## config.mk

```make
export PLATFORM = sky130hd
export DESIGN_NAME = trb_result_bank
export DESIGN_NICKNAME = d
export VERILOG_FILES = /design/src/trb_pkg.sv /design/src/trb_result_bank.sv /design/src/trb_loc_mem.sv
export SDC_FILE = /design/constraint.sdc
export NUM_CORES = 1
export LEC_CHECK = 0
export CAP_MARGIN = 20
export CORE_MARGIN = 8
export CORE_UTILIZATION = 55
export CTS_BUF_LIST = sky130_fd_sc_hd__clkbuf_4 sky130_fd_sc_hd__clkbuf_8 sky130_fd_sc_hd__clkbuf_16
export CTS_CLUSTER_DIAMETER = 50
export DETAILED_ROUTE_END_ITERATION = 6
export DONT_BUFFER_PORTS = 1
export PLACE_DENSITY = 0.72
export RECOVER_POWER = 50
export SYNTH_ARGS = -nofsm -noshare
export SYNTH_HDL_FRONTEND = slang
export SYNTH_SLANG_ARGS = --single-unit
```

## constraint.sdc

```tcl
create_clock -name aclk -period 4.8 [get_ports aclk]
set_input_delay 0.48 -clock aclk [delete_from_list [all_inputs] [get_ports aclk]]
set_output_delay 0.48 -clock aclk [all_outputs]
set_load 0.03 [all_outputs]
```

## src/trb_pkg.sv

```systemverilog
// Package: register map, field layout and constants of the reflection result bank
package trb_pkg;

    // ------------------------------------------------------------
    // Register word indices and address width
    // ------------------------------------------------------------
    localparam int ADDR_W = 12;
    localparam logic [9:0] IDX_LOC_C4_D0 = 10'h197;
    localparam logic [9:0] IDX_LOC_D1_D2 = 10'h198;
    localparam logic [9:0] IDX_LOC_D3_D4 = 10'h199;
    localparam logic [9:0] IDX_STATUS = 10'h1A4;
    localparam logic [9:0] IDX_SIGN_A_B = 10'h1A5;
    localparam logic [9:0] IDX_INT_STATUS = 10'h1B0;
    localparam logic [9:0] IDX_INT_MASK = 10'h1B1;

    // ------------------------------------------------------------
    // Field positions and widths
    // ------------------------------------------------------------
    localparam int LOC_W = 8;
    localparam int REG_W = 16;
    localparam int PEAKS = 5;
    localparam int CHANS = 4;
    localparam int CNT_W = 3;
    localparam int STAT_CROSS_LSB = 8;
    localparam int STAT_OVF_LSB = 4;
    localparam int STAT_HIGH_LSB = 0;
    localparam int SIGN_B_LSB = 5;
    localparam int SIGN_A_LSB = 0;
    localparam int LOC_WORDS = 3;
    localparam int LOC_IDX_W = 2;

    // ------------------------------------------------------------
    // Reset values and limits
    // ------------------------------------------------------------
    localparam logic [15:0] RESULT_RESET = 16'h0000;
    localparam logic [3:0] INT_MASK_RESET = 4'h0;
    localparam logic [2:0] MAX_PEAK_COUNT = 3'h5;

    // Interrupt event bits
    localparam int INT_W = 4;
    localparam int INT_RUN_DONE = 0;
    localparam int INT_CROSS = 1;
    localparam int INT_OVF = 2;
    localparam int INT_HIGH = 3;

    // Bus responses
    localparam logic [1:0] RESP_OKAY = 2'h0;
    localparam logic [1:0] RESP_SLVERR = 2'h2;

    typedef enum logic [2:0] {
        SEL_LOC0,
        SEL_LOC1,
        SEL_LOC2,
        SEL_STATUS,
        SEL_SIGN,
        SEL_INT_STATUS,
        SEL_INT_MASK,
        SEL_NONE
    } trb_sel_t;

endpackage

```

## src/trb_result_bank.sv

```systemverilog
// Reflection diagnostic result register bank with AXI4-Lite slave and interrupt
//
// Decided for this implementation: register access over AXI4-Lite.
`timescale 1ns/1ps

// What this block does
// - Location fields are 8-bit, read-only, reset zero
// - 197h: D location 0 high, C4 low
// - 198h: D location 2 high, D1 low
// - 199h: D location 4 high, D3 low
// - Status resets zero, bits 15-12 zero
// - Status 11..8 flag cross-mode peaks D..A
// - Status 7..4 flag five or more peaks D..A
// - Status 3..0 flag segment-one threshold D..A
// - 1A5h: A/B sign bits, upper zero
module trb_result_bank (
    input wire logic aclk,
    input wire logic aresetn,
    input wire logic [11:0] s_axi_awaddr,
    input wire logic [2:0] s_axi_awprot,
    input wire logic s_axi_awvalid,
    output logic s_axi_awready,
    input wire logic [31:0] s_axi_wdata,
    input wire logic [3:0] s_axi_wstrb,
    input wire logic s_axi_wvalid,
    output logic s_axi_wready,
    output logic [1:0] s_axi_bresp,
    output logic s_axi_bvalid,
    input wire logic s_axi_bready,
    input wire logic [11:0] s_axi_araddr,
    input wire logic [2:0] s_axi_arprot,
    input wire logic s_axi_arvalid,
    output logic s_axi_arready,
    output logic [31:0] s_axi_rdata,
    output logic [1:0] s_axi_rresp,
    output logic s_axi_rvalid,
    input wire logic s_axi_rready,
    input wire logic run_done,
    input wire logic [7:0] peak_position_chan_c_4,
    input wire logic [7:0] peak_position_chan_d_0,
    input wire logic [7:0] peak_position_chan_d_1,
    input wire logic [7:0] peak_position_chan_d_2,
    input wire logic [7:0] peak_position_chan_d_3,
    input wire logic [7:0] peak_position_chan_d_4,
    input wire logic [4:0] peak_polarity_chan_a,
    input wire logic [4:0] peak_polarity_chan_b,
    input wire logic cross_mode_peak_flag_a,
    input wire logic cross_mode_peak_flag_b,
    input wire logic cross_mode_peak_flag_c,
    input wire logic cross_mode_peak_flag_d,
    input wire logic [2:0] peak_total_a,
    input wire logic [2:0] peak_total_b,
    input wire logic [2:0] peak_total_c,
    input wire logic [2:0] peak_total_d,
    input wire logic first_segment_high_cross_a,
    input wire logic first_segment_high_cross_b,
    input wire logic first_segment_high_cross_c,
    input wire logic first_segment_high_cross_d,
    output logic irq
);

    // ------------------------------------------------------------
    // Helper functions
    // ------------------------------------------------------------
    // Word address decode, shared by read and write paths
    function automatic trb_pkg::trb_sel_t decode(input logic [11:0] addr);
        trb_pkg::trb_sel_t sel;
        sel = trb_pkg::SEL_NONE;
        if (addr[1:0] == 2'h0) begin
            if (addr[11:2] == trb_pkg::IDX_LOC_C4_D0) begin
                sel = trb_pkg::SEL_LOC0;
            end else if (addr[11:2] == trb_pkg::IDX_LOC_D1_D2) begin
                sel = trb_pkg::SEL_LOC1;
            end else if (addr[11:2] == trb_pkg::IDX_LOC_D3_D4) begin
                sel = trb_pkg::SEL_LOC2;
            end else if (addr[11:2] == trb_pkg::IDX_STATUS) begin
                sel = trb_pkg::SEL_STATUS;
            end else if (addr[11:2] == trb_pkg::IDX_SIGN_A_B) begin
                sel = trb_pkg::SEL_SIGN;
            end else if (addr[11:2] == trb_pkg::IDX_INT_STATUS) begin
                sel = trb_pkg::SEL_INT_STATUS;
            end else if (addr[11:2] == trb_pkg::IDX_INT_MASK) begin
                sel = trb_pkg::SEL_INT_MASK;
            end
        end
        return sel;
    endfunction

    // A channel has overflowed once its count reaches the maximum
    function automatic logic reached_max(input logic [2:0] count);
        return count >= trb_pkg::MAX_PEAK_COUNT;
    endfunction

    // ------------------------------------------------------------
    // Result storage
    // ------------------------------------------------------------
    logic [15:0] diag_status;
    logic [15:0] sign_a_b;
    logic [15:0] loc_rd_data;
    logic [3:0] cross_vec;
    logic [3:0] ovf_vec;
    logic [3:0] high_vec;
    logic [47:0] loc_image;

    // Per-channel flags, channel A in bit 0 through channel D in bit 3
    assign cross_vec = {cross_mode_peak_flag_d, cross_mode_peak_flag_c,
                        cross_mode_peak_flag_b, cross_mode_peak_flag_a};
    assign ovf_vec = {reached_max(peak_total_d), reached_max(peak_total_c),
                      reached_max(peak_total_b), reached_max(peak_total_a)};
    assign high_vec = {first_segment_high_cross_d, first_segment_high_cross_c,
                       first_segment_high_cross_b, first_segment_high_cross_a};

    // Word order of the location image follows the register order
    // word 0 in the low bits, word 2 in the high bits
    assign loc_image = {peak_position_chan_d_4, peak_position_chan_d_3,
                        peak_position_chan_d_2, peak_position_chan_d_1,
                        peak_position_chan_d_0, peak_position_chan_c_4};

    // General status word, replaced whole at the end of each run
    always_ff @(posedge aclk) begin
        if (!aresetn) begin
            diag_status <= trb_pkg::RESULT_RESET;
        end else if (run_done) begin
            diag_status <= 16'h0000;
            diag_status[trb_pkg::STAT_CROSS_LSB +: trb_pkg::CHANS] <= cross_vec;
            diag_status[trb_pkg::STAT_OVF_LSB +: trb_pkg::CHANS] <= ovf_vec;
            diag_status[trb_pkg::STAT_HIGH_LSB +: trb_pkg::CHANS] <= high_vec;
        end
    end

    // Sign bits of channels A and B; upper bits stay zero
    always_ff @(posedge aclk) begin
        if (!aresetn) begin
            sign_a_b <= trb_pkg::RESULT_RESET;
        end else if (run_done) begin
            sign_a_b <= 16'h0000;
            sign_a_b[trb_pkg::SIGN_B_LSB +: trb_pkg::PEAKS] <= peak_polarity_chan_b;
            sign_a_b[trb_pkg::SIGN_A_LSB +: trb_pkg::PEAKS] <= peak_polarity_chan_a;
        end
    end

    // ------------------------------------------------------------
    // Read channel
    // ------------------------------------------------------------
    typedef enum logic [1:0] {
        RD_IDLE,
        RD_FETCH,
        RD_RESP
    } trb_rd_state_t;

    trb_rd_state_t rd_state;
    trb_pkg::trb_sel_t rd_sel;
    trb_pkg::trb_sel_t ar_sel;
    logic ar_take;
    logic [3:0] int_status;
    logic [3:0] int_mask;
    logic [1:0] loc_index;

    assign ar_take = s_axi_arvalid && s_axi_arready;
    assign ar_sel = decode(s_axi_araddr);

    // Location word index straight from the decoded address
    always_comb begin
        unique case (ar_sel)
            trb_pkg::SEL_LOC1: loc_index = 2'h1;
            trb_pkg::SEL_LOC2: loc_index = 2'h2;
            default: loc_index = 2'h0;
        endcase
    end

    // location bytes held in memory, reset to zero
    trb_loc_mem #(
        .WORDS(trb_pkg::LOC_WORDS),
        .WIDTH(trb_pkg::REG_W),
        .IDX_W(trb_pkg::LOC_IDX_W)
    ) u_loc_mem (
        .clk(aclk),
        .rst_n(aresetn),
        .load(run_done),
        .load_data(loc_image),
        .rd_en(ar_take),
        .rd_index(loc_index),
        .rd_data(loc_rd_data)
    );

    // Memory read costs a cycle, so the answer comes two edges after address
    always_ff @(posedge aclk) begin
        if (!aresetn) begin
            rd_state <= RD_IDLE;
            rd_sel <= trb_pkg::SEL_NONE;
            s_axi_arready <= 1'b1;
            s_axi_rvalid <= 1'b0;
            s_axi_rdata <= 32'h00000000;
            s_axi_rresp <= trb_pkg::RESP_OKAY;
        end else begin
            unique case (rd_state)
                RD_IDLE: begin
                    if (s_axi_arvalid) begin
                        s_axi_arready <= 1'b0;
                        rd_sel <= ar_sel;
                        rd_state <= RD_FETCH;
                    end
                end
                RD_FETCH: begin
                    s_axi_rvalid <= 1'b1;
                    s_axi_rresp <= trb_pkg::RESP_OKAY;
                    s_axi_rdata <= 32'h00000000;
                    unique case (rd_sel)
                        trb_pkg::SEL_LOC0, trb_pkg::SEL_LOC1, trb_pkg::SEL_LOC2: begin
                            s_axi_rdata[15:0] <= loc_rd_data;
                        end
                        trb_pkg::SEL_STATUS: s_axi_rdata[15:0] <= diag_status;
                        trb_pkg::SEL_SIGN: s_axi_rdata[15:0] <= sign_a_b;
                        trb_pkg::SEL_INT_STATUS: s_axi_rdata[3:0] <= int_status;
                        trb_pkg::SEL_INT_MASK: s_axi_rdata[3:0] <= int_mask;
                        trb_pkg::SEL_NONE: s_axi_rresp <= trb_pkg::RESP_SLVERR;
                    endcase
                    rd_state <= RD_RESP;
                end
                RD_RESP: begin
                    if (s_axi_rready) begin
                        s_axi_rvalid <= 1'b0;
                        s_axi_arready <= 1'b1;
                        rd_state <= RD_IDLE;
                    end
                end
            endcase
        end
    end

    // ------------------------------------------------------------
    // Write channel
    // ------------------------------------------------------------
    logic aw_held;
    logic w_held;
    logic do_write;
    trb_pkg::trb_sel_t wr_sel;
    logic [11:0] wr_addr;
    logic [31:0] wr_data;
    logic [3:0] wr_strb;

    assign do_write = aw_held && w_held && !s_axi_bvalid;
    assign wr_sel = decode(wr_addr);

    // Address and data may arrive in either order; each is parked until both are in
    always_ff @(posedge aclk) begin
        if (!aresetn) begin
            aw_held <= 1'b0;
            w_held <= 1'b0;
            wr_addr <= 12'h000;
            wr_data <= 32'h00000000;
            wr_strb <= 4'h0;
            s_axi_awready <= 1'b1;
            s_axi_wready <= 1'b1;
            s_axi_bvalid <= 1'b0;
            s_axi_bresp <= trb_pkg::RESP_OKAY;
        end else begin
            if (s_axi_awvalid && s_axi_awready) begin
                aw_held <= 1'b1;
                wr_addr <= s_axi_awaddr;
                s_axi_awready <= 1'b0;
            end
            if (s_axi_wvalid && s_axi_wready) begin
                w_held <= 1'b1;
                wr_data <= s_axi_wdata;
                wr_strb <= s_axi_wstrb;
                s_axi_wready <= 1'b0;
            end
            if (do_write) begin
                aw_held <= 1'b0;
                w_held <= 1'b0;
                s_axi_bvalid <= 1'b1;
                s_axi_bresp <= (wr_sel == trb_pkg::SEL_NONE) ? trb_pkg::RESP_SLVERR : trb_pkg::RESP_OKAY;
            end
            if (s_axi_bvalid && s_axi_bready) begin
                s_axi_bvalid <= 1'b0;
                s_axi_awready <= 1'b1;
                s_axi_wready <= 1'b1;
            end
        end
    end

    // ------------------------------------------------------------
    // Interrupt status, mask and output
    // ------------------------------------------------------------
    logic [3:0] int_set;
    logic [3:0] int_clr;
    logic [3:0] next_int_status;
    logic [3:0] next_int_mask;

    // Run events; a set in the clearing cycle survives
    always_comb begin
        int_set = 4'h0;
        if (run_done) begin
            int_set[trb_pkg::INT_RUN_DONE] = 1'b1;
            int_set[trb_pkg::INT_CROSS] = |cross_vec;
            int_set[trb_pkg::INT_OVF] = |ovf_vec;
            int_set[trb_pkg::INT_HIGH] = |high_vec;
        end
        int_clr = 4'h0;
        if (do_write && wr_sel == trb_pkg::SEL_INT_STATUS && wr_strb[0]) begin
            int_clr = wr_data[3:0];
        end
        next_int_status = (int_status & ~int_clr) | int_set;
        next_int_mask = int_mask;
        if (do_write && wr_sel == trb_pkg::SEL_INT_MASK && wr_strb[0]) begin
            next_int_mask = wr_data[3:0];
        end
    end

    // Sticky status bits, cleared by writing ones
    always_ff @(posedge aclk) begin
        if (!aresetn) begin
            int_status <= 4'h0;
        end else begin
            int_status <= next_int_status;
        end
    end

    // Mask steers the interrupt line
    always_ff @(posedge aclk) begin
        if (!aresetn) begin
            int_mask <= trb_pkg::INT_MASK_RESET;
        end else begin
            int_mask <= next_int_mask;
        end
    end

    // Registered level output, built from next values so it tracks status without lag
    always_ff @(posedge aclk) begin
        if (!aresetn) begin
            irq <= 1'b0;
        end else begin
            irq <= |(next_int_status & next_int_mask);
        end
    end

endmodule

```

## src/trb_loc_mem.sv

```systemverilog
// Small memory holding packed peak location words, loaded in parallel, registered read
`timescale 1ns/1ps
module trb_loc_mem #(
    parameter int WORDS = 3,
    parameter int WIDTH = 16,
    parameter int IDX_W = 2
) (
    input wire logic clk,
    input wire logic rst_n,
    input wire logic load,
    input wire logic [WORDS*WIDTH-1:0] load_data,
    input wire logic rd_en,
    input wire logic [IDX_W-1:0] rd_index,
    output logic [WIDTH-1:0] rd_data
);

    logic [WIDTH-1:0] mem [WORDS];

    // ------------------------------------------------------------
    // Storage
    // ------------------------------------------------------------
    // Whole image replaced at once so a read never sees half a run
    always_ff @(posedge clk) begin
        if (!rst_n) begin
            for (int i = 0; i < WORDS; i++) begin
                mem[i] <= '0;
            end
        end else if (load) begin
            for (int i = 0; i < WORDS; i++) begin
                mem[i] <= load_data[i*WIDTH +: WIDTH];
            end
        end
    end

    // Registered read port; out of range index reads zero
    always_ff @(posedge clk) begin
        if (!rst_n) begin
            rd_data <= '0;
        end else if (rd_en) begin
            if (int'(rd_index) < WORDS) begin
                rd_data <= mem[rd_index];
            end else begin
                rd_data <= '0;
            end
        end
    end

endmodule

```

# Yosys cells after proc, flatten, opt, wreduce, memory -nomap -nowiden
# Memory sizes are Yosys's and may differ from the RTL's. A register that Yosys moved wholly into a read port is not among the register bits.
# Cells that the tools add are included.
[classes]
bitwise = 8
order_cmp = 4
eq_ne = 30
n_reduce_logical = 29
mux = 39
[ops]
columns = ["operator", "n"]
rows = [
  ["$eq 10x9->1 const B", 14],
  ["$mux 16", 3],
  ["$pmux 12 s3", 1],
  ["$mux 3", 10],
  ["$eq 3x3->1 const B", 7],
  ["$pmux 4 s5", 1],
  ["$mux 2", 8],
  ["$reduce_or 4->1", 4],
  ["$ge 3x3->1 const B", 4],
  ["$mux 4", 3],
  ["$logic_and 1x1->1", 10],
  ["$eq 3x2->1 const B", 3],
  ["$mux 1", 9],
  ["$and 4x4->4", 2],
  ["$eq 3x1->1 const B", 2],
  ["$logic_not 2->1", 3],
  ["$pmux 2 s3", 1],
  ["$reduce_and 2->1", 3],
  ["$ne 2x2->1 const B", 2],
  ["$not 4->4", 1],
  ["$or 4x4->4", 1],
  ["$pmux 1 s2", 2],
  ["$pmux 2 s2", 1],
  ["$reduce_bool 2->1", 2],
  ["9 further kinds", 13],
]
[totals]
ff_bits = 80
memories = 1
output_inout_bits = 42
mem_bits_rw = 48
[memory_table]
columns = ["name", "words", "width", "read_ports", "rd_clocked_by_memory_dff", "wr", "line", "text"]
rows = [
  ["u_loc_mem.mem", 3, 16, 1, 1, 3, "trb_loc_mem.sv:17", "logic [WIDTH-1:0] mem [WORDS];"],
]

# Logic depth before layout (Yosys ltp)
# Gate-level depths: netlist of the first run.
[logic_depth]
word_depth = 18
mapped_depth = 8
ltp_nobuf = 6

# By module
# A second synthesis of the first run with hierarchy kept.
[unflattened]
cells_unflattened = 683
area_unflattened_um2 = 6561.3
[by_module_without_submodules]
columns = ["mod", "cells_each", "area_each_um2", "instances", "seq_area_each_um2"]
rows = [
  ["trb_result_bank", 469, 3877.5, 1, 1561.5],
  ["trb_loc_mem", 214, 2683.8, 1, 1761.7],
]

# Worst setup path after synthesis of the first run
# No wires, ideal clock.
[synth_timing]
kind = "input port to flip-flop"
start = "in aresetn"
end = "mem u_loc_mem.mem[0][0], enable pin"
path_stages = 3
arrival_ns = 1.865
n_path_buf = 2
setup_slack_ns = 2.352
setup_time_ns = 0.583
required_time_ns = 4.217
path_cell_list = "clkbuf_1 > clkbuf_1 > nand2_1"
[synth_rtl]
columns = ["element", "line", "text"]
rows = [
  ["start: declaration", "trb_result_bank.sv:18", "input wire logic aresetn,"],
  ["end: declaration", "trb_loc_mem.sv:17", ""],
]

==> flow_summary.ini, run 1 <==
[status]
outcome = complete, but fails checks
failed_checks = max-capacitance violations, max-slew violations

[clock_tree]
clockBufferDepth = 2
postCtsHoldBufs = 0
htreeDepth = 4
clkSinkCount = 142
cts-buffers-inserted = 17
clkTransAtPathRegs_ns = 0.06
cts_root_buf = clkbuf_16
cts_tree = built
cts_setup_buffers = 0
clk_latency_ns = 0.43
post_cts_resized = 0

[finish]
instances_no_fill = 808
nets = 807
nFillCells = 951
register_area_mm2 = 0.003323
multi_input_area_mm2 = 0.002818
final_util_pct = 61.85
drive_gt1_share_pct = 7.368
antenna_cells = 0
syn2layout_area_growth_pct = 9.613

[pwr]
p_leak_nw = 2.818
p_switching_mw = 0.7822
power_density_mw_per_mm2 = 447.4
p_clk_share_pct = 45.6
internal_power_mw = 2.377
pwr-share-seq_pct = 45.5
vdd_drop_max_mv = 0.4655
power_frac_comb_pct = 8.8
swShare_pct = 24.76

[floorplan]
start_util_pct = 56.42
row_count = 39
dieArea_mm2 = 0.01543
core_mm2 = 0.01142
fp.dieW_um = 124.2
die_h_um = 124.2
io_pins = 194

[drt]
ant_nets = 0
via_per_inst = 5.944
drt_iter0_markers = 400
wl_per_cell_um = 18.81
routed_wirelength_um = 15200
drcViolationCount = 0
detail_route.first_pass.iterations = 5
vias = 4803

[worst_setup_path]
crit_cells = 4
regToRegEndpoint = irq
r2r_slack_ns = 2.36
path_buf_inv = 2
crit_fanout = 64
cp.arrival_ns = 3.20
crit_family = buffers and inverters
critical_path_required_ns = 5.10
r2r_start = s_axi_bvalid
endpoint = irq
cp_slowest_cell = clkbuf_1
critPathKind = primary input to flop
cp-startpoint = aresetn
cpPeakStageDelay_ns = 1.67
crit_chain = inv_1 -> clkbuf_1 -> a221o_1 -> nand4_1
r2r_cells = 6
end_kind = flop
startpoint_type = primary input

[sta]
slew_headroom_pct = -50.81
clock.fmax_mhz = 345.4
fin_skew_ns = 0.009275
setup_viol = 0
post-route-period-util_pct = 60.31
hold_violations = 0
rsz0062_at_grt = no
period_needed_ns = 2.895
finalSetupTns_ns = 0
slew_viol_final = 93
max_slew.worst_pin.slew_ns = 2.262
worst_slack_ns = 1.905

[grt]
grt_pass1_vias = 4773
grt_pass1_wl_um = 24340
grt_usage_pct = 19.55
grt_antenna_before_repair = 0
grt-ovfl-total = 0
grt_max_degree = 68

[yosys]
synth_area_mm2 = 0.006442
async_reset_ff_share_pct = 0
seq_area_frac_synth_pct = 51.58
postSynthCellCount = 676
ys.flop_type = dfxtp_1
synth_edf_count = 48
ys_warn_count = 0
synth.distinct_cells = 58
ys_seq_elements = 142
postSynthAreaPerCell_um2 = 9.530

[job]
drv_cap = 2

[placement]
dp_cells = 774
port_buffers = 0
dp_hpwl_um = 10630
place_ws_ns = 2.483
place.gp.congestion = 0.8486

[worst_hold_path]
min-delay-path-class = primary input to flop
==> power by group through the flow <==
stage          registers [mW]  clock network (mW)  logic [mW]
6_report                 1.44                1.44       0.279
5_1_grt                  1.45                1.53       0.310
4_1_cts                  1.44                1.48       0.271
3_5_place_dp             1.47                   0       0.269
3_3_place_gp             1.46                   0       0.260
2_1_floorplan            1.43                   0       0.261
==> registers in the layout (all words and copies together) (netlist names), 2 cells and up <==
name	cells
u_loc_mem.mem	48
s_axi_rdata	16
u_loc_mem.rd_data	16
diag_status	12
wr_addr	12
sign_a_b	10
int_mask	4
int_status	4
wr_data	4
rd_sel	3
rd_state	2
==> cells by family (layout without fill, tap and decap cells) <==
kind of cell	Yosys count	in the layout	share of synthesized area, %
xor+xnor	2	2	0.2719
fa+ha+maj	3	3	0.5827
simple gates	261	261	20.88
mux	40	40	6.215
flops	142	142	51.58
other cells	1	18	0.05821
buf+inv	77	49	5.554
compound gates	150	150	14.86
==> layer usage <==
layer  global-route usage [%]  vias to the layer above  share of wire (%)
met4                    6.520                        0               0.99
met5                        0                        -                  0
met3                    10.38                       12                 10
li1                         -                     2347                  -
met1                    21.51                     2285                 40
met2                    31.68                      159                 48
==> cells in the final DEF, fill, tap and decap left out, drive strengths merged, types with 3 or more instances in the layout <==
cell type / count
dfxtp: 94
or2: 5
a21oi: 69
o221ai: 3
inv: 14
clkbuf: 19
nand3: 13
nand4: 4
o221a: 3
and3: 48
o22ai: 6
buf: 3
o21ai: 14
clkinvlp: 3
mux2i: 40
and4: 4
ha: 3
conb: 18
a221oi: 4
nor3: 4
and2: 5
clkinv: 5
edfxtp: 48
nor2b: 16
nand2b: 6
o31a: 3
nor2: 54
o211ai: 17
o21a: 4
nor4: 3
nor4b: 3
a41oi: 4
bufinv: 5
nand2: 83
a22oi: 11
==> cells in the mapped netlist (3+ instances only) <==
cell type  number  area [µm²]
mux2i_1        40       400.4
o21a_1          4       30.03
and4_1          4       35.03
nor2_1         54       202.7
nand2_1        83       311.6
clkbuf_1       40       150.1
nand3_1        13       65.06
a221oi_1        4       35.03
o211ai_1       17       127.6
nor4_1          3       18.77
nor3_1          3       15.01
o21ai_0        13       65.06
buf_1           6       22.52
and2_1          5       31.28
o221ai_1        3       26.28
ha_1            3       37.54
edfxtp_1       48        1441
buf_4          18       135.1
nand4_1         4       25.02
dfxtp_1        94        1882
inv_1          10       37.54
nor2b_1        16       100.1
o221a_2         3       33.78
and3_1         48       300.3
o22ai_1         6       37.54
a22oi_1        11       82.58
nand2b_1        6       37.54
or2_2           5       31.28
nor4b_1         3       26.28
a41oi_1         4       35.03
a21oi_1        69       345.3
o31a_1          3       26.28
==> worst min path at each step <==
stage                 from           to  slack (ns)  cells after the start
3_3_place_gp   wr_addr[11]  wr_addr[11]        0.44                      2
3_5_place_dp    wr_addr[8]   wr_addr[8]        0.44                      2
4_1_cts            aresetn    rd_sel[0]        0.11                      1
2_1_floorplan   wr_strb[0]   wr_strb[0]        0.43                      2
6_report           aresetn    rd_sel[0]        0.14                      1
5_1_grt            aresetn    rd_sel[0]        0.12                      1
==> through the flow <==
stage	cell area [µm²]	hold slack, ns	total power [mW]
after CTS	7062	0.1069	3.187
after global routing	7062	0.1152	3.287
after global placement	6402	0.4390	1.721
after detailed placement	6402	0.4435	1.735
final	7062	0.1367	3.159
after floorplan	6506	0.4318	1.694
==> area by class of cell <==
class                           count  area share [%]
Inverter                           12          0.6378
Sequential cell                   142           47.06
Timing Repair Buffer                5          0.5315
Tap cell                          143           2.534
Clock buffer                       17           6.024
Multi-Input combinational cell    474           39.90
Clock inverter                     15           3.313
Power figures use the tool's default switching activity.
==> run 2: changes to the inputs <==
--- a/config.mk
+++ b/config.mk
@@ -5,6 +5,7 @@
 export SDC_FILE = /design/constraint.sdc
 export NUM_CORES = 1
 export LEC_CHECK = 0
+export ABC_AREA = 1
 export CAP_MARGIN = 20
 export CORE_MARGIN = 8
 export CORE_UTILIZATION = 55
@@ -12,7 +13,7 @@
 export CTS_CLUSTER_DIAMETER = 50
 export DETAILED_ROUTE_END_ITERATION = 6
 export DONT_BUFFER_PORTS = 1
-export PLACE_DENSITY = 0.72
+export PLACE_DENSITY = 0.75
 export RECOVER_POWER = 50
 export SYNTH_ARGS = -nofsm -noshare
 export SYNTH_HDL_FRONTEND = slang
==> constraint.sdc (replaced) <==
create_clock -name aclk -period 2.6 [get_ports aclk]
set_input_delay 0.26 -clock aclk [delete_from_list [all_inputs] [get_ports aclk]]
set_output_delay 0.26 -clock aclk [all_outputs]
set_load 0.03 [all_outputs]
==> run 2 against run 1 <==
Effect of this change: the flow still finishes with violations (max-capacitance violations, max-slew violations); non-clock buffer count up 21; first-iteration DRC count up 3.5%; synthesized area down 0.29%; total power up 90%; worst setup slack worse by 1.3 ns; sequential share of layout area down 1.2 points; clock skew up 0.00092 ns; design area up 2.7%; sequential power up 92%; synthesized cell count up 18%; critical endpoint is now u_loc_mem.rd_data[14]; highest routed layer unchanged.
==> flow_summary.ini, run 2 <==
[yosys]
synth-simple-area-share_pct = 22.03
netlist_top_cells_count = nand2_1, inv_1, dfxtp_1, nor2_1, nand3_1
yosys-top-cells-area = dfxtp_1, edfxtp_1, nand2_1, inv_1, nand3_1
muxShareOfSynthArea_pct = 0
yosysTopAreaCellShare_pct = 29.29
synth_compound_area_share_pct = 14.53
postSynthCellCount = 797
synth_area_mm2 = 0.006424
synth_fa_ha_area_share_pct = 0.5843
synth_edf_count = 48
async_reset_ff_share_pct = 0
postSynthAreaPerCell_um2 = 8.060
yosysTopAreaCell = dfxtp_1
seq_area_frac_synth_pct = 51.73
synth.distinct_cells = 41
synth.most_common_cell = nand2_1
ys_warn_count = 0
ys.flop_type = dfxtp_1
synth_top_family_by_area = simple AND/OR/NAND/NOR gates
ys_seq_elements = 142
synth_xor_area_share_pct = 0

[clock_tree]
cts_tree = built
cts_root_buf = clkbuf_16
clkSinkCount = 142
clkTransAtPathRegs_ns = 0.06
clockBufferDepth = 2
htreeDepth = 4
cts-buffers-inserted = 17
clk_latency_ns = 0.42
post_cts_resized = 0

[placement]
port_buffers = 0
place_ws_ns = 0.5973
dp_hpwl_um = 10690
dp_cells = 912
place.gp.congestion = 0.8831

[drt]
vias = 5234
drt_iter0_markers = 414
detail_route.first_pass.iterations = 5
routed_wirelength_um = 15210
ant_nets = 0
drcViolationCount = 0
via_per_inst = 5.429
wl_per_cell_um = 15.77

[sta]
max_slew.worst_pin.slew_ns = 1.689
finalSetupTns_ns = 0
slew_headroom_pct = -12.84
rsz0062_at_grt = no
fin_skew_ns = 0.01019
setup_viol = 0
hold_violations = 0
post-route-period-util_pct = 77.18
clock.fmax_mhz = 498.3
period_needed_ns = 2.007
worst_slack_ns = 0.5933
slew_viol_final = 57

[finish]
register_area_mm2 = 0.003323
syn2layout_area_growth_pct = 12.91
nets = 963
antenna_cells = 0
multi_input_area_mm2 = 0.002454
drive_gt1_share_pct = 7.186
final_cell_mix = nand2_1, inv_1, dfxtp_1
largest_reg_flops = 48
final_common_cell = nand2_1
instances_no_fill = 964
top_register = u_loc_mem.mem
reg_top3 = u_loc_mem.mem: 48 flops, s_axi_rdata: 16 flops, u_loc_mem.rd_data: 16 flops
nFillCells = 999

[worst_setup_path]
critical_path_required_ns = 2.92
crit_family = buffers and inverters
path_buf_inv = 1
crit_fanout = 17
end_kind = flop
cp_slowest_cell = inv_1
cpPeakStageDelay_ns = 0.54
cp.arrival_ns = 2.32
critPathKind = flop to flop
startpoint_type = flop
crit_chain = nand2_1 -> inv_1 -> o211ai_1 -> a21oi_1

[grt]
grt_pass1_wl_um = 24610
grt_busiest_layer = met2
gr-usage-met2_pct = 33.10
grt-ovfl-total = 0
grt_antenna_before_repair = 0
grt_max_degree = 57
grtUsageMet3_pct = 5.984
grt_use_met1_pct = 25.50
grt_usage_pct = 20.54
grt_pass1_vias = 5192

[status]
failed_checks = max-capacitance violations, max-slew violations
outcome = complete, but fails checks

[job]
drv_cap = 1

[worst_hold_path]
min-delay-path-class = primary input to flop

[floorplan]
fp.dieW_um = 124.1
die_h_um = 124.1
core_mm2 = 0.01142
start_util_pct = 56.26
dieArea_mm2 = 0.01539
row_count = 39
io_pins = 194

[pwr]
power_mw = 5.991
vdd_drop_max_mv = 0.8240
power_density_mw_per_mm2 = 825.9
p_leak_nw = 3.056
[run 2: repair_timing]
action                                 CTS  global route
hold buffers                            19             0
buffers inserted                         0             0
endpoints found under the hold margin   38             0
[run 2: per-stage QoR]
step	hold WS, ns	utilization [%]	instance area [µm²]
floorplan	0.3904	-	6489
global placement	0.3667	56.45	6446
detailed placement	0.3777	56.45	6446
CTS	0.0009814	63.63	7266
global route	0.01013	63.52	7253
finish	0.01531	63.52	7253
[run 2: layer usage]
metal,up-vias,part of all wire (%),wire (µm)
li1,2625,-,-
met1,2377,43,6475
met2,208,48,7244
met3,24,8.2,1254
met4,0,1.5,232
met5,-,0,0
[run 2: final timing paths]
kind	from	end	slack, ns	cells after the start
worst max-delay path	s_axi_arready	u_loc_mem.rd_data[14]	0.59	4
worst min-delay path	aresetn	sign_a_b[5]	0.02	2
worst max register to register	s_axi_arready	u_loc_mem.rd_data[14]	0.59	4
worst min register to register	aw_held	aw_held	0.45	2
[run 2: cell type report]
class	instances	share of cell area, %
well taps	143	2.467
flip-flops and latches	142	45.82
repair buffers	26	3.312
multi-input cells	507	33.83
clock buffers	27	7.642
clock inverters	5	1.035
inverters	114	5.900
[run 2: cells by family after synthesis]
kind of cell / Yosys count
fa+ha+maj: 3
other cells: 1
compound gates: 160
buf+inv: 165
flops: 142
simple gates: 326
[run 2: report_power, final]
part,switching (mW),internal [mW],total (mW)
clock,0.858,1.65,2.51
sequential,0.247,2.52,2.77
combinational,0.493,0.222,0.715
